$ cat src/design/vvt_consts.vh
`ifndef VVT_CONSTS_VH
`define VVT_CONSTS_VH

// Register byte addresses
`define VVT_ADDR_LINE_END 32'hC0000030
`define VVT_ADDR_VSYNC_END 32'hC0000040
`define VVT_ADDR_VBLANK_END 32'hC0000050
`define VVT_ADDR_VBLANK_START 32'hC0000060
`define VVT_ADDR_FRAME_END 32'hC0000070
`define VVT_ADDR_IRQ_LINE 32'hC0000080
`define VVT_ADDR_CONTROL 32'hC0000090
`define VVT_ADDR_STATUS 32'hC00000A0
`define VVT_ADDR_PENDING 32'hC0000120
`define VVT_ADDR_LINE_COUNTER 32'hC00001D0

// Field positions
`define VVT_CTRL_INTERLACE 0
`define VVT_CTRL_EXT_VIDEO_SEL 1
`define VVT_CTRL_HSYNC_DIR 2
`define VVT_PEND_DISPLAY_IRQ 10
`define VVT_STAT_VSYNC 0
`define VVT_STAT_VBLANK 1
`define VVT_STAT_ODD_FIELD 2
`define VVT_STAT_BLANK 3

// Reset values
`define VVT_RST_TIMING 16'h0000
`define VVT_RST_CONTROL 3'h6
`define VVT_RST_ZERO32 32'h00000000

`endif

$ cat src/design/vvt_sync.v
`timescale 1ns/1ns
// Two-flop synchroniser per bit, plus a third stage for edge detection
module vvt_sync #(
  parameter WIDTH = 3
) (
  input wire sys_clk_i,
  input wire rst_b_i,
  input wire [WIDTH-1:0] async_i,
  output wire [WIDTH-1:0] level_o,
  output wire [WIDTH-1:0] rise_o,
  output wire [WIDTH-1:0] fall_o
);
  genvar gi;
  generate
    for (gi = 0; gi < WIDTH; gi = gi + 1) begin : g_bit
      reg meta;
      reg stable;
      reg last;
      // First stage feeds only the second stage
      always @(posedge sys_clk_i) begin
        if (!rst_b_i) begin
          meta <= 1'b1;
          stable <= 1'b1;
          last <= 1'b1;
        end else begin
          meta <= async_i[gi];
          stable <= meta;
          last <= stable;
        end
      end
      assign level_o[gi] = stable;
      assign rise_o[gi] = stable & ~last;
      assign fall_o[gi] = ~stable & last;
    end
  endgenerate
endmodule

$ cat src/design/vvt_vertical_timing.v
`timescale 1ns/1ns
`include "vvt_consts.vh"
module vvt_vertical_timing (
  input wire sys_clk_i,
  input wire rst_b_i,
  input wire [31:0] reg_addr_i,
  input wire [15:0] reg_wdata_i,
  input wire reg_wr_i,
  input wire reg_rd_i,
  output reg [15:0] reg_rdata_o,
  input wire video_clock_i,
  input wire vsync_i,
  output reg vsync_o,
  output reg vsync_oe_o,
  input wire hsync_i,
  output reg hsync_o,
  input wire hblank_i,
  output reg blank_b_o,
  output reg display_irq_o,
  output reg [15:0] dot_counter_o
);
  reg [15:0] line_end_value;
  reg [15:0] vsync_end_line;
  reg [15:0] vblank_end_line;
  reg [15:0] vblank_start_line;
  reg [15:0] frame_end_line;
  reg [15:0] display_irq_line;
  reg [2:0] control;
  reg [15:0] line_counter;
  reg [15:0] dot_counter;
  reg vsync_state;
  reg vblank;
  reg odd_field;
  reg display_irq_pending;
  reg irq_match_q;
  reg frame_pend;
  reg frame_done;
  reg [15:0] next_line;
  reg [15:0] next_dot;
  reg next_vsync;
  reg next_odd;
  reg next_pend;
  reg next_done;
  wire [2:0] pin_level;
  wire [2:0] pin_rise;
  wire [2:0] pin_fall;
  wire video_clock_fall;
  wire vs_in_fall;
  wire vs_in_rise;
  wire hs_in_fall;
  wire interlace;
  wire ext_video;
  wire hs_input;
  wire dot_end;
  wire dot_half;
  wire frame_hit;
  wire sync_end_hit;
  wire blank_evt;
  wire irq_match;
  wire wr_line;

  // Video clock, external vertical sync and horizontal sync pins
  vvt_sync #(
    .WIDTH(3)
  ) u_sync (
    .sys_clk_i(sys_clk_i),
    .rst_b_i(rst_b_i),
    .async_i({hsync_i, vsync_i, video_clock_i}),
    .level_o(pin_level),
    .rise_o(pin_rise),
    .fall_o(pin_fall)
  );

  assign video_clock_fall = pin_fall[0];
  assign vs_in_fall = pin_fall[1];
  assign vs_in_rise = pin_rise[1];
  assign hs_in_fall = pin_fall[2];
  assign interlace = control[`VVT_CTRL_INTERLACE];
  assign ext_video = ~control[`VVT_CTRL_EXT_VIDEO_SEL];
  assign hs_input = ~control[`VVT_CTRL_HSYNC_DIR];

  // Horizontal comparisons used by the vertical logic
  assign dot_end = (dot_counter == line_end_value);
  assign dot_half = (dot_counter == {1'b0, line_end_value[15:1]});

  // Frame end match: even interlaced field closes at the half line
  assign frame_hit = video_clock_fall && (line_counter == frame_end_line) &&
                     ((interlace && !odd_field) ? dot_half : dot_end);

  // Sync end match: odd field next closes at the half line
  assign sync_end_hit = video_clock_fall && (line_counter == vsync_end_line) &&
                        ((interlace && odd_field) ? dot_half : dot_end);

  // Blanking edges: external horizontal sync when slaved with hsync as input, else the line end
  assign blank_evt = (ext_video && hs_input) ? hs_in_fall : (video_clock_fall && dot_end);

  assign irq_match = (line_counter == display_irq_line);
  assign wr_line = reg_wr_i && (reg_addr_i == `VVT_ADDR_LINE_COUNTER);

  // Next values for dot counter, line counter, sync and field state
  always @* begin
    next_dot = dot_counter;
    next_line = line_counter;
    next_vsync = vsync_state;
    next_odd = odd_field;
    next_pend = frame_pend;
    next_done = frame_done;
    if (wr_line) begin
      next_line = reg_wdata_i;
    end
    if (video_clock_fall) begin
      if (dot_end) begin
        next_dot = 16'h0000;
      end else begin
        next_dot = dot_counter + 16'h0001;
      end
    end
    if (!ext_video) begin
      if (frame_hit) begin
        next_line = 16'h0000;
        next_vsync = 1'b0;
        next_odd = interlace ? ~odd_field : 1'b0;
      end else if (video_clock_fall && dot_end) begin
        next_line = line_counter + 16'h0001;
      end
      if (sync_end_hit && !frame_hit) begin
        next_vsync = 1'b1;
      end
      next_pend = 1'b0;
      next_done = 1'b0;
    end else begin
      next_vsync = pin_level[1];
      if (frame_pend && video_clock_fall) begin
        next_line = 16'h0000;
        next_pend = 1'b0;
        next_done = 1'b1;
      end else if (vs_in_fall && !frame_done) begin
        next_line = 16'h0000;
        next_done = 1'b1;
      end else if (video_clock_fall && dot_end) begin
        next_line = line_counter + 16'h0001;
      end
      if (!frame_done && !frame_pend && (line_counter == frame_end_line) && blank_evt) begin
        next_pend = 1'b1;
      end
      if (vs_in_rise) begin
        next_done = 1'b0;
      end
    end
  end

  // Video timing state
  always @(posedge sys_clk_i) begin
    if (!rst_b_i) begin
      dot_counter <= `VVT_RST_TIMING;
      line_counter <= `VVT_RST_TIMING;
      vsync_state <= 1'b1;
      odd_field <= 1'b0;
      frame_pend <= 1'b0;
      frame_done <= 1'b0;
    end else begin
      dot_counter <= next_dot;
      line_counter <= next_line;
      vsync_state <= next_vsync;
      odd_field <= next_odd;
      frame_pend <= next_pend;
      frame_done <= next_done;
    end
  end

  // Internal vertical blank; start wins if both values coincide
  always @(posedge sys_clk_i) begin
    if (!rst_b_i) begin
      vblank <= 1'b0;
    end else if (blank_evt && (line_counter == vblank_start_line)) begin
      vblank <= 1'b1;
    end else if (blank_evt && (line_counter == vblank_end_line)) begin
      vblank <= 1'b0;
    end
  end

  // Display interrupt latch: set on entering a match, set beats clear
  always @(posedge sys_clk_i) begin
    if (!rst_b_i) begin
      irq_match_q <= 1'b0;
      display_irq_pending <= 1'b0;
    end else begin
      irq_match_q <= irq_match;
      if (irq_match && !irq_match_q) begin
        display_irq_pending <= 1'b1;
      end else if (reg_wr_i && (reg_addr_i == `VVT_ADDR_PENDING) &&
                   !reg_wdata_i[`VVT_PEND_DISPLAY_IRQ]) begin
        display_irq_pending <= 1'b0;
      end
    end
  end

  // Software-written timing and control registers
  always @(posedge sys_clk_i) begin
    if (!rst_b_i) begin
      line_end_value <= `VVT_RST_TIMING;
      vsync_end_line <= `VVT_RST_TIMING;
      vblank_end_line <= `VVT_RST_TIMING;
      vblank_start_line <= `VVT_RST_TIMING;
      frame_end_line <= `VVT_RST_TIMING;
      display_irq_line <= `VVT_RST_TIMING;
      control <= `VVT_RST_CONTROL;
    end else if (reg_wr_i) begin
      case (reg_addr_i)
        `VVT_ADDR_LINE_END: begin
          line_end_value <= reg_wdata_i;
        end
        `VVT_ADDR_VSYNC_END: begin
          vsync_end_line <= reg_wdata_i;
        end
        `VVT_ADDR_VBLANK_END: begin
          vblank_end_line <= reg_wdata_i;
        end
        `VVT_ADDR_VBLANK_START: begin
          vblank_start_line <= reg_wdata_i;
        end
        `VVT_ADDR_FRAME_END: begin
          frame_end_line <= reg_wdata_i;
        end
        `VVT_ADDR_IRQ_LINE: begin
          display_irq_line <= reg_wdata_i;
        end
        `VVT_ADDR_CONTROL: begin
          control <= reg_wdata_i[2:0];
        end
        default: begin
          control <= control;
        end
      endcase
    end
  end

  // Read data, valid the cycle after the read strobe; unmapped reads zero
  always @(posedge sys_clk_i) begin
    if (!rst_b_i) begin
      reg_rdata_o <= 16'h0000;
    end else if (reg_rd_i) begin
      case (reg_addr_i)
        `VVT_ADDR_LINE_END: reg_rdata_o <= line_end_value;
        `VVT_ADDR_VSYNC_END: reg_rdata_o <= vsync_end_line;
        `VVT_ADDR_VBLANK_END: reg_rdata_o <= vblank_end_line;
        `VVT_ADDR_VBLANK_START: reg_rdata_o <= vblank_start_line;
        `VVT_ADDR_FRAME_END: reg_rdata_o <= frame_end_line;
        `VVT_ADDR_IRQ_LINE: reg_rdata_o <= display_irq_line;
        `VVT_ADDR_CONTROL: reg_rdata_o <= {13'h0000, control};
        `VVT_ADDR_STATUS: reg_rdata_o <= {12'h000, ~blank_b_o, odd_field, vblank, vsync_state};
        `VVT_ADDR_PENDING: reg_rdata_o <= {5'h00, display_irq_pending, 10'h000};
        `VVT_ADDR_LINE_COUNTER: reg_rdata_o <= line_counter;
        default: reg_rdata_o <= 16'h0000;
      endcase
    end else begin
      reg_rdata_o <= 16'h0000;
    end
  end

  // Pin drivers: sync, direction, composite blank, interrupt, dot count
  always @(posedge sys_clk_i) begin
    if (!rst_b_i) begin
      vsync_o <= 1'b1;
      vsync_oe_o <= 1'b0;
      hsync_o <= 1'b1;
      blank_b_o <= 1'b0;
      display_irq_o <= 1'b0;
      dot_counter_o <= 16'h0000;
    end else begin
      vsync_o <= next_vsync;
      vsync_oe_o <= ~ext_video;
      hsync_o <= ~(next_dot == 16'h0000);
      blank_b_o <= ~(hblank_i | vblank);
      display_irq_o <= display_irq_pending;
      dot_counter_o <= next_dot;
    end
  end
endmodule

$ cat config.mk
export PLATFORM = sky130hd
export DESIGN_NAME = vvt_vertical_timing
export DESIGN_NICKNAME = d
export VERILOG_FILES = /design/src/design/vvt_sync.v /design/src/design/vvt_vertical_timing.v
export VERILOG_INCLUDE_DIRS = /design/src /design/src/design
export SDC_FILE = /design/constraint.sdc
export NUM_CORES = 1
export LEC_CHECK = 0
export BUFFER_PORTS_ARGS = -buffer_cell sky130_fd_sc_hd__buf_2
export CORE_ASPECT_RATIO = 1.25
export CORE_UTILIZATION = 55
export CTS_BUF_LIST = sky130_fd_sc_hd__clkbuf_2 sky130_fd_sc_hd__clkbuf_4 sky130_fd_sc_hd__clkbuf_8
export DETAILED_ROUTE_END_ITERATION = 6
export PLACE_DENSITY = 0.78
export SYNTH_ARGS = -nofsm -noshare
export SYNTH_HDL_FRONTEND = slang
export SYNTH_SLANG_ARGS = --single-unit
$ cat constraint.sdc
create_clock -name sys_clk_i -period 2.05 [get_ports sys_clk_i]
set_input_delay 0.205 -clock sys_clk_i [delete_from_list [all_inputs] [get_ports sys_clk_i]]
set_output_delay 0.205 -clock sys_clk_i [all_outputs]
set_load 0.05 [all_outputs]
**After elaboration in Yosys (flattened, before gate mapping)**

Cells that the tools add are included.

- Register bits: 167
- Logic and storage cells: 132
- Output and inout port bits: 37

- Add/sub/neg operators: 2
- Bitwise gates (word level): 16
- Equal/unequal tests: 18
- Reductions and logical operators: 42
- Multiplexer cells: 24

Operators by type and width:

| cell | number |
|---|---|
| $eq 32x32->1 const B | 10 |
| $pmux 16 s10 | 1 |
| $mux 16 | 8 |
| $eq 16x16->1 | 6 |
| $add 16x1->16 const B | 2 |
| $logic_and 1x1->1 | 20 |
| $reduce_and 2->1 | 9 |
| $eq 16x15->1 | 1 |
| $logic_not 16->1 | 1 |
| $mux 1 | 15 |
| $not 1->1 | 11 |
| $reduce_bool 2->1 | 4 |
| $logic_not 1->1 | 6 |
| $and 1x1->1 | 4 |
| $ne 3x1->1 const B | 1 |
| $reduce_or 3->1 | 1 |
| $reduce_or 2->1 | 1 |
| $or 1x1->1 | 1 |

**Logic depth before layout (Yosys ltp)**

- Word-level depth: 8
- Mapped depth: 10
- Gate-level depth less buffers: 8

**Cells and area by module**

A second synthesis with hierarchy kept.

- Cell total of the unflattened synthesis: 1106
- Area, all modules: 8971.1 um^2

Modules (own cells, without submodules):

| module | sequential area each (um^2) | area each (um^2) | times used | cells an instance |
|---|---|---|---|---|
| vvt_vertical_timing | 3163.0 | 8674.6 | 1 | 1079 |
| vvt_sync | 180.2 | 296.5 | 1 | 27 |

**Least setup slack after synthesis**

OpenSTA, ideal clock, no wires.

- Kind: flip-flop to flip-flop
- Start: reg, netlist name dot_counter_o[0]
- End: reg line_counter[11]
- Clock period less this slack: 2.449 ns
- Data required time: 1.920 ns
- Setup slack: -0.399 ns
- Setup time: 0.130 ns
- Arrival: 2.319 ns
- Cell stages (with the launch flop): 10
- Path through: dfxtp_1 -> buf_2 -> xor2_1 -> nor4_2 -> nand4_2 -> nor2_1 -> buf_2 -> mux2_1 -> nand2_1 -> a31oi_1

RTL lines:

| what | RTL line | RTL |
|---|---|---|
| end signal: assignment | vvt_vertical_timing.v:156 | `` line_counter <= `VVT_RST_TIMING; `` |
| end signal: assignment | vvt_vertical_timing.v:163 | `line_counter <= next_line;` |
| end: declaration | vvt_vertical_timing.v:29 | `reg [15:0] line_counter;` |

**Worst setup path in the final report**

- Start: reg line_end_value[3]
- End: reg vsync_o

- Longest elaborated chain between the ends: 7
- Elaborated cells between the ends (all ways): 11

RTL lines:

| what | RTL line | RTL |
|---|---|---|
| start: declaration | vvt_vertical_timing.v:22 | `reg [15:0] line_end_value;` |
| start signal: assignment | vvt_vertical_timing.v:201 | `` line_end_value <= `VVT_RST_TIMING; `` |
| start signal: assignment | vvt_vertical_timing.v:211 | `line_end_value <= reg_wdata_i;` |
| $eq 16x16->1 / $eq 16x15->1 (equally long branches) | vvt_vertical_timing.v:83, vvt_vertical_timing.v:84 |  |
| $mux 1 | vvt_vertical_timing.v:88 | `((interlace && !odd_field) ? dot_half : dot_end);` |
| $logic_and 1x1->1 | vvt_vertical_timing.v:87 | `assign frame_hit = video_clock_fall && (line_counter == frame_end_line) &&` |
| $logic_not 1->1 | vvt_vertical_timing.v:126 | `if (sync_end_hit && !frame_hit) begin` |
| $logic_and 1x1->1 | vvt_vertical_timing.v:126 |  |
| $mux 1 | vvt_vertical_timing.v:126 |  |
| $mux 1 | vvt_vertical_timing.v:118 | `if (!ext_video) begin` |
| end signal: assignment | vvt_vertical_timing.v:271 | `vsync_o <= next_vsync;` |
| end: declaration | vvt_vertical_timing.v:13 | `output reg vsync_o,` |

Parallel ways exist; a longest one is shown, timed or not.
A chain may end at the register's enable or synchronous reset.

==> metrics.txt <==
status=finished with violations; failing checks=design-rule violations, negative setup slack; routed vias/inst=5.95; Initial Utilization=56.8%; Hold Slack=0.0556 ns; cell mode on critical path=buf_4; Post-Route WL=27.2 mm; Hold Path Cell Cnt=3; Reg2Reg Depth=10; antenna violations before repair=0; Crit Path Max Fanout=3; die width=116 um; first-pass GRT wire length=42.2 mm; Syn-to-layout area delta=23.1%; GRT Overall Usage=33.2%; nets=1252; Core Box Area=15800 sq um; Power Density=528 nW/um^2; fmax=463 MHz; Layout Cells excl Fill=1419; Async S/R FF share, synth=0%; Setup TNS=-1.42 ns; synth cell count leaders=167 x dfxtp_1, 134 x nand2_1, 79 x xor2_1; placed cell count=1371; flops & latches, synth=167; top post-synthesis cells by area=dfxtp_1 37%, xor2_1 7.7%, mux2i_1 7.7%, nand2_1 5.6%, xnor2_1 4.8%; EDFF count, synth=0; clock power share=36.5%; Syn Area/Cell=8.58 sq um; CTS buffer count=17; Max VDD drop=0.452 mV; Worst path max stage delay=0.34 ns; Cell Chain, Critical Path=buf_4, xor2_1, nor4_2, nand4_1, buf_4, buf_4, mux2i_1, a41o_1, nand3_2, nand3_2; final slew viol count=0; Max clock buf depth=2; synth unique cells=68; WS Path Type=register to register; leakage power=4.50 nW; post-synth top area cell=dfxtp_1; switching power=1.56 mW; Warnings, synthesis=0; Cell Int Power=4.27 mW; post-DR wirelength/cell=19.2 um; slowest stage cell, crit path=dfxtp_2; IO Count=93; post-synthesis cell count=1043; Final Worst Setup Slack=-0.110 ns; Mapped Nets=1101; Synth Flop Type=dfxtp_1; Detailed Route Iter0 Violations=796; RSZ-0062 raised after global routing=true; ant diodes=0; Tmin final=2.16 ns; number of core rows=51; combinational group share of total power=7.6%; Tcrit/Tclk final=105%; Sequential Power Share=55.9%; TritonCTS Sinks=167; largest net degree at the start of global routing=80; Final ANT Viol Nets=0; CP arrival=2.57 ns; die area=16800 sq um; DRT Pass-1 Iters=7; sequential share of the synthesized area=37.3%; Yosys top cell area share=37.3%; Placer Congestion=0.948; sw frac=26.7%; die height=145 um; drt drc=3; CTS H-Tree Depth=4; vias in the first global route=8234; Final Hold Viols=0; Root Buffer=clkbuf_8; filler cell count=1228; Power Total=5.82 mW; port bufs=92; cell with the most instances after synthesis=dfxtp_1; Mapped Area=8950 sq um; clock latency at the later pin of the worst-skew pair=0.47 ns; Max Cap Violations=0; worst endpoint required time=2.46 ns; CTS tree=done; final core utilization=69.9%; setup violators final=19; global route overflow=0; layout cells sized above 1=26.8%; hpwl dp=19.8 mm; Worst Skew=0.0129 ns; Rel. slew slack=66.5%; Critical Path End Type=register; HP Class=primary input to register; Worst-Margin Slew=0.498 ns; Vias=8436; clock-pin slew on the worst setup and hold paths=0.09 ns; crit path launch type=register
-- worst max-delay path, delay by kind of cell, from the launching register on --
family                 cells  cell delay, ns
AO/OA/AOI/OAI              1            0.21
AND/OR/NAND/NOR            4            0.77
XOR/XNOR                   1            0.18
flip-flops                 1            0.34
multiplexers               1            0.12
buffers and inverters      3            0.49
-- final cells by class --
cell class / instances / area, sq um / area share (%)
flip-flops and latches: 167 / 3400 / 30.9
well taps: 212 / 265 / 2.41
inverters: 9 / 33.8 / 0.306
clock buffers: 18 / 241 / 2.19
repair buffers: 219 / 1600 / 14.5
multi-input cells: 780 / 5380 / 48.8
clock inverters: 14 / 103 / 0.931
-- final timing paths --
path                            slack [ns]                                 to                       startpoint
worst min-delay path                  0.06              vsync_oe_o$_SDFF_PN0_                          rst_b_i
worst max-delay path                 -0.11               vsync_o$_SDFFE_PN1P_   line_end_value[3]$_SDFFE_PN0P_
worst min register to register        0.41  u_sync.g_bit[1].stable$_SDFF_PN1_  u_sync.g_bit[1].meta$_SDFF_PN1_
worst max register to register       -0.11               vsync_o$_SDFFE_PN1P_   line_end_value[3]$_SDFFE_PN0P_
-- through the flow --
step                instance area (sq um)  setup WS, ns
CTS                                 10800       -0.0259
global placement                    10400       -0.0803
global route                        11000        -0.194
finish                              11000        -0.110
detailed placement                  10400        -0.108
floorplan                            9130       -0.0168
-- cell usage in the layout (no fill, tap or decap), drive strengths merged, types with 18 or more instances in the layout --
cell type,n
o21ai,31
nand3,32
buf,215
nand4,20
clkbuf,18
xor2,79
mux2i,69
a21boi,33
a21oi,53
nor2b,31
nor4,32
nand2,135
xnor2,49
nor2,68
dfxtp,167
-- repair_timing --
action	CTS	global route
resized for setup	7	30
hold endpoints to repair	4	0
pin swaps	6	14
endpoints found under the setup margin	19	21
setup buffers	8	4
hold buffers	4	0
cloned	0	0
-- layer usage --
metal / track usage [%] / part of all wire [%] / up-vias
li1: - / - / 3949
met1: 38.8 / 39 / 3990
met2: 57.6 / 50 / 400
met3: 4.11 / 6.1 / 97
met4: 19.8 / 4.8 / 0
met5: 0 / 0 / -
-- power groups by stage --
stage / Combinational, mW / Sequential, mW / Clock [mW]
2_1_floorplan: 0.196 / 3.35 / 0
3_3_place_gp: 0.407 / 3.33 / 0
3_5_place_dp: 0.413 / 3.33 / 0
4_1_cts: 0.422 / 3.25 / 2.14
5_1_grt: 0.461 / 3.26 / 2.28
6_report: 0.441 / 3.25 / 2.13
-- state kept, by name, summed over array words and instances (netlist names), 3 cells and up --
name                 count
dot_counter_o           16
u_sync.g_bit.meta        3
u_sync.g_bit.last        3
reg_rdata_o             16
display_irq_line        16
vsync_end_line          16
u_sync.g_bit.stable      3
line_end_value          16
line_counter            16
control                  3
frame_end_line          16
vblank_start_line       16
vblank_end_line         16
-- cells by family (layout without fill, tap and decap cells) --
group	Yosys count	count (layout)	synth area share, %
compound gates	188	188	14.1
mux	71	71	7.97
fa+ha+maj	3	3	0.391
buf+inv	96	260	4.86
xor+xnor	128	128	12.5
flops	167	167	37.3
simple gates	390	390	22.8
Note: power is estimated with default switching activity, not from simulation.
